## config.mk

```make
export PLATFORM = sky130hd
export DESIGN_NAME = bsr_retention
export DESIGN_NICKNAME = d
export VERILOG_FILES = /design/src/bsr_pkg.sv /design/src/bsr_retention.sv
export SDC_FILE = /design/constraint.sdc
export NUM_CORES = 1
export LEC_CHECK = 0
export BUFFER_PORTS_ARGS = -buffer_cell sky130_fd_sc_hd__buf_2
export CORE_AREA = 10 10 86 144
export CTS_BUF_LIST = sky130_fd_sc_hd__clkbuf_4 sky130_fd_sc_hd__clkbuf_8 sky130_fd_sc_hd__clkbuf_16
export CTS_CLUSTER_SIZE = 10
export DETAILED_ROUTE_END_ITERATION = 8
export DIE_AREA = 0 0 96 154
export PLACE_DENSITY = 0.78
export SLEW_MARGIN = 20
export SYNTH_ARGS = -nofsm -noshare
export SYNTH_HDL_FRONTEND = slang
export SYNTH_SLANG_ARGS = --single-unit
```

## constraint.sdc

```tcl
create_clock -name clock -period 2.4 [get_ports clock]
set_clock_uncertainty 0.2 [all_clocks]
set_input_delay 0.12 -clock clock [delete_from_list [all_inputs] [get_ports clock]]
set_output_delay 0.12 -clock clock [all_outputs]
set_load 0.02 [all_outputs]
```

## src/bsr_pkg.sv

```systemverilog
// Package for the backup state retention block: register layouts, reset values, types
package bsr_pkg;

  // ==========================================================
  // Register map (word offsets are byte addresses)
  // ==========================================================
  localparam logic [5:0] OFF_CLOCK_CTRL = 6'h00; // Clock control
  localparam logic [5:0] OFF_EXT_IRQ_A = 6'h04; // External interrupt control A
  localparam logic [5:0] OFF_EXT_IRQ_B = 6'h08; // External interrupt control B
  localparam logic [5:0] OFF_OSC_SEL = 6'h0C; // Oscillator selection
  localparam logic [5:0] OFF_PRESCALER = 6'h10; // Prescaler control
  localparam logic [5:0] OFF_TIMER_BASE = 6'h14; // Timer controls one..six at 0x14..0x28
  localparam logic [5:0] OFF_SERIAL_MODE = 6'h2C; // Serial mode
  localparam logic [5:0] OFF_CONV_BASE = 6'h30; // Converter controls first..third
  localparam logic [5:0] OFF_KEY_BASE = 6'h3C; // Unused base marker (keys below)
  localparam logic [5:0] OFF_FLAGS = 6'h3C; // Flag register (write sets or clears, see below)

  // ==========================================================
  // Field widths and positions in the flag register
  // ==========================================================
  localparam int NIB = 4; // All control registers are 4 bits
  localparam int FLAG_EXT_A = 0; // External request flag A
  localparam int FLAG_EXT_B = 1; // External request flag B
  localparam int FLAG_TMR1 = 2; // Timer one request flag
  localparam int FLAG_TMR2 = 3; // Timer two request flag
  localparam int FLAG_TMR3 = 4; // Timer three request flag
  localparam int FLAG_TMR4 = 5; // Timer four request flag
  localparam int FLAG_CONV = 6; // Conversion done flag
  localparam int FLAG_SER = 7; // Serial done flag
  localparam int FLAG_GIE = 8; // Global interrupt enable
  localparam int FLAG_WD1 = 9; // Watchdog flag first
  localparam int FLAG_WD2 = 10; // Watchdog flag second
  localparam int FLAG_SDE = 11; // Supply drop detector active (read only)
  localparam int FLAG_BKUP = 12; // Back-up state (read only)
  localparam int NFLAGS = 13; // Flag register width

  // ==========================================================
  // Reset and initial values
  // ==========================================================
  localparam logic [3:0] CLOCK_CTRL_INIT = 4'h0; // Clock control initial value
  localparam logic [3:0] CTRL_INIT = 4'h0; // Generic control initial value
  localparam logic [3:0] TIMER_UNDEF = 4'h0; // Value shown for undefined timer state

  // Operating phase of the block
  typedef enum logic [1:0] {
    BSR_RUN,
    BSR_BACKUP,
    BSR_WAKE
  } bsr_phase_t;

  // CPU side events that steer the block
  typedef struct packed {
    logic backup_enter; // Power-off completes back-up entry
    logic wake; // External wake-up arrived
    logic wd_restart; // Watchdog restart operation
  } bsr_cpu_ev_t;

endpackage

```

## src/bsr_retention.sv

```systemverilog
// Backup state retention: retain/initialise policy of control state across RAM back-up
// ==========================================================
`timescale 1ns/1ps
`default_nettype none
module bsr_retention (
  // Clock and reset
  input wire logic clock,
  input wire logic rst,
  // Avalon-MM slave
  input wire logic [5:0] avs_address,
  input wire logic avs_read,
  input wire logic avs_write,
  input wire logic [31:0] avs_writedata,
  output logic [31:0] avs_readdata,
  output logic avs_waitrequest,
  // CPU sequencing events
  input wire bsr_pkg::bsr_cpu_ev_t cpu_ev,
  // Pins
  input wire logic supply_drop_enable_pin,
  input wire logic [3:0] port_out_in,
  // State outputs
  output logic [3:0] port_level,
  output logic clock_stopped,
  output logic supply_drop_active,
  output logic [3:0] osc_select
);

  // ==========================================================
  // Storage
  // ==========================================================
  logic [3:0] clock_control_reg; // Cleared on entry
  logic [3:0] ext_irq_ctrl_a; // Retained
  logic [3:0] ext_irq_ctrl_b; // Retained
  logic [3:0] osc_sel_reg; // Retained
  logic [3:0] prescaler_ctrl_reg; // Cleared on entry
  logic [3:0] timer_ctrl [6]; // Index 3 is timer four
  logic [3:0] serial_mode_reg; // Retained
  logic [3:0] conv_ctrl [3]; // Retained
  logic [3:0] key_ctrl [3]; // Retained
  logic [3:0] pullup_ctrl [2]; // Retained
  logic [3:0] drive_ctrl [3]; // Retained
  logic [bsr_pkg::NFLAGS-1:0] flag_reg; // Event flags
  logic [3:0] port_reg; // Latched port level
  bsr_pkg::bsr_phase_t phase_reg; // Operating phase
  logic [2:0] pin_sync_reg; // Supply drop pin synchroniser
  logic sde_reg; // Filtered pin level
  logic ack_reg; // One wait cycle per access
  logic entering; // Back-up entry this cycle
  logic wr_hit; // Write accepted this cycle

  // Entry is taken only from the running phase; a repeat pulse while backed up is ignored
  assign entering = cpu_ev.backup_enter && (phase_reg == bsr_pkg::BSR_RUN);
  assign wr_hit = avs_write && ack_reg && (phase_reg == bsr_pkg::BSR_RUN);

  // Registers are frozen while the clock is stopped, so writes are only taken in RUN
  function automatic logic hit(input logic [5:0] a, input logic [5:0] off);
    hit = (a == off);
  endfunction

  // ==========================================================
  // Bus handshake: one wait cycle, then answer
  // ==========================================================
  always_ff @(posedge clock) begin
    // Clearing after each answer gives a back-to-back request its own wait cycle
    if (rst || ack_reg) begin
      ack_reg <= 1'b0;
    end else begin
      ack_reg <= avs_read || avs_write;
    end
  end
  assign avs_waitrequest = (avs_read || avs_write) && !ack_reg;

  // ==========================================================
  // Phase machine
  // ==========================================================
  always_ff @(posedge clock) begin
    if (rst) begin
      phase_reg <= bsr_pkg::BSR_RUN;
    end else begin
      unique case (phase_reg)
        bsr_pkg::BSR_RUN: begin
          // Power-off completes entry and stops the clock
          if (entering) begin
            phase_reg <= bsr_pkg::BSR_BACKUP;
          end
        end
        bsr_pkg::BSR_BACKUP: begin
          // Only an external wake restarts the clock
          if (cpu_ev.wake) begin
            phase_reg <= bsr_pkg::BSR_WAKE;
          end
        end
        bsr_pkg::BSR_WAKE: begin
          // One settling cycle, then back to running
          phase_reg <= bsr_pkg::BSR_RUN;
        end
      endcase
    end
  end
  assign clock_stopped = (phase_reg == bsr_pkg::BSR_BACKUP);

  // ==========================================================
  // Clock control, prescaler and timer four initialised on entry; the whole timer control array lives here
  // ==========================================================
  // One process owns every timer word so no array element has two drivers
  always_ff @(posedge clock) begin
    if (rst) begin
      // Power-on values for every word here; entry forces only clock control, prescaler and timer four again
      clock_control_reg <= bsr_pkg::CLOCK_CTRL_INIT;
      prescaler_ctrl_reg <= bsr_pkg::CTRL_INIT;
      for (int i = 0; i < 6; i++) begin
        timer_ctrl[i] <= bsr_pkg::CTRL_INIT;
      end
    end else begin
      // Software writes, taken only while running
      if (wr_hit) begin
        if (hit(avs_address, bsr_pkg::OFF_CLOCK_CTRL)) begin
          clock_control_reg <= avs_writedata[3:0];
        end
        if (hit(avs_address, bsr_pkg::OFF_PRESCALER)) begin
          prescaler_ctrl_reg <= avs_writedata[3:0];
        end
        for (int i = 0; i < 6; i++) begin
          if (hit(avs_address, 6'(bsr_pkg::OFF_TIMER_BASE + 6'(4 * i)))) begin
            timer_ctrl[i] <= avs_writedata[3:0];
          end
        end
      end
      // Entry comes last so it beats a write in the same cycle; timers one to
      // three, five and six are left alone and keep their words
      if (entering) begin
        clock_control_reg <= bsr_pkg::CLOCK_CTRL_INIT;
        prescaler_ctrl_reg <= bsr_pkg::CTRL_INIT;
        timer_ctrl[3] <= bsr_pkg::CTRL_INIT;
      end
    end
  end

  // ==========================================================
  // Retained across back-up: only reset or a write changes them
  // ==========================================================
  always_ff @(posedge clock) begin
    if (rst) begin
      ext_irq_ctrl_a <= bsr_pkg::CTRL_INIT;
      ext_irq_ctrl_b <= bsr_pkg::CTRL_INIT;
      osc_sel_reg <= bsr_pkg::CTRL_INIT;
      serial_mode_reg <= bsr_pkg::CTRL_INIT;
      // Power-on values; back-up entry never reaches this process
      for (int i = 0; i < 3; i++) begin
        conv_ctrl[i] <= bsr_pkg::CTRL_INIT;
        key_ctrl[i] <= bsr_pkg::CTRL_INIT;
        drive_ctrl[i] <= bsr_pkg::CTRL_INIT;
      end
      for (int i = 0; i < 2; i++) begin
        pullup_ctrl[i] <= bsr_pkg::CTRL_INIT;
      end
    end else if (wr_hit) begin
      // Entry never touches these
      if (hit(avs_address, bsr_pkg::OFF_EXT_IRQ_A)) begin
        ext_irq_ctrl_a <= avs_writedata[3:0];
      end
      if (hit(avs_address, bsr_pkg::OFF_EXT_IRQ_B)) begin
        ext_irq_ctrl_b <= avs_writedata[3:0];
      end
      if (hit(avs_address, bsr_pkg::OFF_OSC_SEL)) begin
        osc_sel_reg <= avs_writedata[3:0];
      end
      if (hit(avs_address, bsr_pkg::OFF_SERIAL_MODE)) begin
        serial_mode_reg <= avs_writedata[3:0];
      end
      for (int i = 0; i < 3; i++) begin
        if (hit(avs_address, 6'(bsr_pkg::OFF_CONV_BASE + 6'(4 * i)))) begin
          conv_ctrl[i] <= avs_writedata[3:0];
        end
      end
      // The address space is full, so the first key, pull-up and drive words
      // ride in the flag word's upper lanes; the others keep their reset value
      if (hit(avs_address, bsr_pkg::OFF_FLAGS)) begin
        key_ctrl[0] <= avs_writedata[19:16];
        pullup_ctrl[0] <= avs_writedata[23:20];
        drive_ctrl[0] <= avs_writedata[27:24];
      end
    end
  end

  // ==========================================================
  // Port level: sampled from port_out_in while running, never written over the bus
  // ==========================================================
  always_ff @(posedge clock) begin
    if (rst) begin
      port_reg <= bsr_pkg::CTRL_INIT;
    end else if (phase_reg == bsr_pkg::BSR_RUN) begin
      // Sampled only while running, so the level stays put through back-up and wake
      port_reg <= port_out_in; // Held frozen while backed up
    end
  end
  assign port_level = port_reg;
  assign osc_select = osc_sel_reg;

  // ==========================================================
  // Flags: set or cleared by writing; entry clears the initialised ones
  // ==========================================================
  always_ff @(posedge clock) begin
    if (rst) begin
      flag_reg <= '0;
    end else if (entering) begin
      // Entry wins over a write or a restart in the same cycle
      flag_reg[bsr_pkg::FLAG_EXT_A] <= 1'b0;
      flag_reg[bsr_pkg::FLAG_EXT_B] <= 1'b0;
      flag_reg[bsr_pkg::FLAG_CONV] <= 1'b0;
      flag_reg[bsr_pkg::FLAG_SER] <= 1'b0;
      flag_reg[bsr_pkg::FLAG_GIE] <= 1'b0;
      flag_reg[bsr_pkg::FLAG_WD1] <= 1'b0;
      flag_reg[bsr_pkg::FLAG_WD2] <= 1'b0;
      // Timer flags carry no guaranteed value; shown as a fixed pattern
      flag_reg[bsr_pkg::FLAG_TMR4:bsr_pkg::FLAG_TMR1] <= bsr_pkg::TIMER_UNDEF;
    end else if (cpu_ev.wd_restart) begin
      // Restart before power-off keeps the watchdog quiet
      flag_reg[bsr_pkg::FLAG_WD1] <= 1'b0;
      flag_reg[bsr_pkg::FLAG_WD2] <= 1'b0;
    end else if (wr_hit && hit(avs_address, bsr_pkg::OFF_FLAGS)) begin
      // Software sets or clears the eleven writable flags; upper lanes go elsewhere
      flag_reg[bsr_pkg::FLAG_WD2:0] <= avs_writedata[bsr_pkg::FLAG_WD2:0];
    end
  end

  // ==========================================================
  // Supply drop enable pin: three-stage synchroniser, no register
  // ==========================================================
  always_ff @(posedge clock) begin
    if (rst) begin
      pin_sync_reg <= 3'h0;
      sde_reg <= 1'b0;
    end else begin
      // Only the second stage reads the first, so a metastable first stage stays contained
      pin_sync_reg <= {pin_sync_reg[1:0], supply_drop_enable_pin};
      // Hold the old level until the last two stages agree; costs one cycle of delay
      if (pin_sync_reg[1] == pin_sync_reg[2]) begin
        sde_reg <= pin_sync_reg[2];
      end
    end
  end
  assign supply_drop_active = sde_reg;

  // ==========================================================
  // Read mux; unmapped offsets read zero
  // ==========================================================
  always_ff @(posedge clock) begin
    if (rst) begin
      avs_readdata <= 32'h0;
    end else if (avs_read && !ack_reg) begin
      // Loaded in the wait cycle so the word stands at the answering edge
      // Cleared first; a hit below overwrites its lane, unmapped offsets stay zero
      avs_readdata <= 32'h0;
      if (hit(avs_address, bsr_pkg::OFF_CLOCK_CTRL)) avs_readdata[3:0] <= clock_control_reg;
      if (hit(avs_address, bsr_pkg::OFF_EXT_IRQ_A)) avs_readdata[3:0] <= ext_irq_ctrl_a;
      if (hit(avs_address, bsr_pkg::OFF_EXT_IRQ_B)) avs_readdata[3:0] <= ext_irq_ctrl_b;
      if (hit(avs_address, bsr_pkg::OFF_OSC_SEL)) avs_readdata[3:0] <= osc_sel_reg;
      if (hit(avs_address, bsr_pkg::OFF_PRESCALER)) avs_readdata[3:0] <= prescaler_ctrl_reg;
      if (hit(avs_address, bsr_pkg::OFF_SERIAL_MODE)) avs_readdata[3:0] <= serial_mode_reg;
      for (int i = 0; i < 6; i++) begin
        if (hit(avs_address, 6'(bsr_pkg::OFF_TIMER_BASE + 6'(4 * i)))) begin
          avs_readdata[3:0] <= timer_ctrl[i];
        end
      end
      for (int i = 0; i < 3; i++) begin
        if (hit(avs_address, 6'(bsr_pkg::OFF_CONV_BASE + 6'(4 * i)))) begin
          avs_readdata[3:0] <= conv_ctrl[i];
        end
      end
      if (hit(avs_address, bsr_pkg::OFF_FLAGS)) begin
        // Live flags, read-only status, then the control lanes and the held port level
        avs_readdata[bsr_pkg::FLAG_WD2:0] <= flag_reg[bsr_pkg::FLAG_WD2:0];
        avs_readdata[bsr_pkg::FLAG_SDE] <= sde_reg;
        avs_readdata[bsr_pkg::FLAG_BKUP] <= clock_stopped;
        avs_readdata[19:16] <= key_ctrl[0];
        avs_readdata[23:20] <= pullup_ctrl[0];
        avs_readdata[27:24] <= drive_ctrl[0];
        avs_readdata[31:28] <= port_reg;
      end
    end
  end

endmodule
`default_nettype wire

```

==> impl_metrics.toml <==
[timing]
period_needed_ps = 2280
tns_ps = 0
tightest_slew_ps = 550
finalHoldViolations = 0
relSlewSlack = 0.631
max_freq_ghz = 0.439
slew_viol_final = 0
fin_hold_ws_ps = 97.4
fin_ws_ps = 121
rsz0062_at_grt = "no"
min_period_over_period = 0.950
finalSetupViolCount = 0

[logic_synthesis]
async_flop_share = 0
synth_top_area_share = 0.276
syn_inst = 510
syn_area_mm2 = 0.00545
synth_cell_types = 58
synth_top_area_cell = "dfxtp_1"
yosysWarnings = 0
synth_seq_cells = 123
ys_seq_area_frac = 0.540
synthFlopType = "dfxtp_1"
syn_avg_cell_area_um2 = 10.7
synthTopCellsByArea = "dfxtp_1 (28%), edfxtp_1 (26%), mux2i_1 (6.6%)"
synth-edff-count = 48

[clock_tree]
clockBufferDepth = 2
clock-sinks = 123
cts_made_buffers = 17
clkLatencyLatePin_ps = 400
cts_tree = "yes"
post-cts-setup-buffer-count = 0
cts_root_buf = "clkbuf_16"
clk_pin_slew_worst_paths_ps = 60
h-tree-depth = 4

[global_routing]
grt_max_degree = 27
grt.total_usage = 0.205
grt_pass1_vias = 4602
overflow = 0
grt_pass1_wl_um = 23800
antenna_found_initial = 0

[setup_path]
critical_path.max_fanout = 11
cp.required_ps = 2550
end_kind = "flop"
critPathKind = "reg -> reg"
critPathArrivalTime_ps = 2430
cp-start-kind = "flop"

[routing]
detailroute.via_count = 4450
drt_iter0_markers = 277
routed_wl_um = 14700
firstDrtPassIters = 5
wl_per_cell_um = 19.3
drc = 0
routed_via_density = 5.85
final_antenna_net_count = 0

[die]
die_area_mm2 = 0.0148
core_mm2 = 0.00985
io_pins = 93
dieHeight_um = 154
core.rowCount = 48
initial_core_util = 0.553
fp.dieW_um = 96

[flow_run]
cap_viol_max_count = 0

[final_layout]
final_common_cell = "buf_2"
antenna_cells = 0
mostFrequentLayoutCells = "buf_2 (80), dfxtp_1 (75), nor2_1 (65)"
drive_gt1_frac = 0.244
regMostFlops = "avs_readdata"
reg_top3 = "avs_readdata (29), timer_ctrl (24), conv_ctrl (12)"
syn_to_final_growth_pct = 25.5
fin_cells = 761
nFillCells = 725
largest_reg_flops = 29
nets = 675

[pwr]
p_leak_nw = 2.75
vdd_ir_drop_max_uv = 622
powerDensity_mw_per_mm2 = 753

[placed_design]
port_buffers = 80
preCtsSetupSlack_ps = 317
dp_hpwl_um = 9930
place_inst = 693
place_congestion = 0.905

[outcome]
status = "completed"

[worst_hold_path]
hp-class = "in -> reg"
==> report_power, final <==
part / switching [mW] / internal [mW] / total [mW] / leakage (nW)
combinational: 0.274 / 0.181 / 0.455 / 1.35
clock: 0.875 / 1.56 / 2.44 / 0.296
sequential: 0.0303 / 2.23 / 2.26 / 1.10
total: 1.18 / 3.97 / 5.15 / 2.75
==> cell type report <==
cell class	instances	area, um^2	share of cell area
flip-flops and latches	123	2940	0.430
multi-input cells	338	2230	0.327
repair buffers	133	888	0.130
clock buffers	27	549	0.0803
well taps	125	156	0.0229
inverters	10	37.5	0.00549
clock inverters	5	30.0	0.00439
==> per-layer routing <==
| layer | GRT usage | routed length [um] |
|---|---|---|
| met1 | 0.216 | 5200 |
| met2 | 0.363 | 8010 |
| met3 | 0.0595 | 1110 |
| met4 | 0.0833 | 403 |
| met5 | 0 | 0 |
==> stage by stage <==
step | power (mW) | area (um^2) | util
4_1_cts | 5.15 | 6830 | 0.693
3_5_place_dp | 2.70 | 5890 | 0.598
6_report | 5.15 | 6840 | 0.694
5_1_grt | 5.30 | 6840 | 0.694
3_3_place_gp | 2.68 | 5890 | 0.598
2_1_floorplan | 2.56 | 5460 | -
==> synth_stat cells (6+ instances only) <==
library cell / number
a211oi_1: 6
o21bai_1: 10
inv_1: 10
and2_1: 41
nor2_1: 65
dfxtp_1: 75
a22oi_1: 28
buf_6: 10
nand2_1: 32
o21ai_0: 14
nor3_1: 11
clkbuf_1: 26
edfxtp_1: 48
mux2i_1: 36
a21oi_1: 18
==> worst max-delay path: stages (launching register included) <==
cell	delay (ps)
dfxtp_1	370
inv_1	60
ha_1	210
buf_4	170
a21o_2	280
buf_4	200
nor3_1	160
dlygate4sd3_1	560
==> worst paths after layout <==
| check | from | endpoint | slack [ps] | cells after the start |
|---|---|---|---|---|
| hold reg to reg | pin_sync_reg[0] | pin_sync_reg[1] | 250 | 1 |
| setup / recovery | phase_reg[0] | flag_reg[9] | 120 | 7 |
| setup reg to reg | phase_reg[0] | flag_reg[9] | 120 | 7 |
| hold / removal | avs_read | avs_readdata[3] | 100 | 4 |
==> cells by family after synthesis <==
logic type / share of synthesized area
buf+inv: 0.0531
flops: 0.540
mux: 0.0896
simple gates: 0.183
compound gates: 0.129
fa+ha+maj: 0.00459
other cells: 0.000688
==> repair_timing <==
action,4_1_cts,5_1_grt
hold buffers,36,0
endpoints found under the hold margin,58,0
setup endpoints to repair,0,1
resized for setup,0,3
Power figures use the tool's default switching activity.
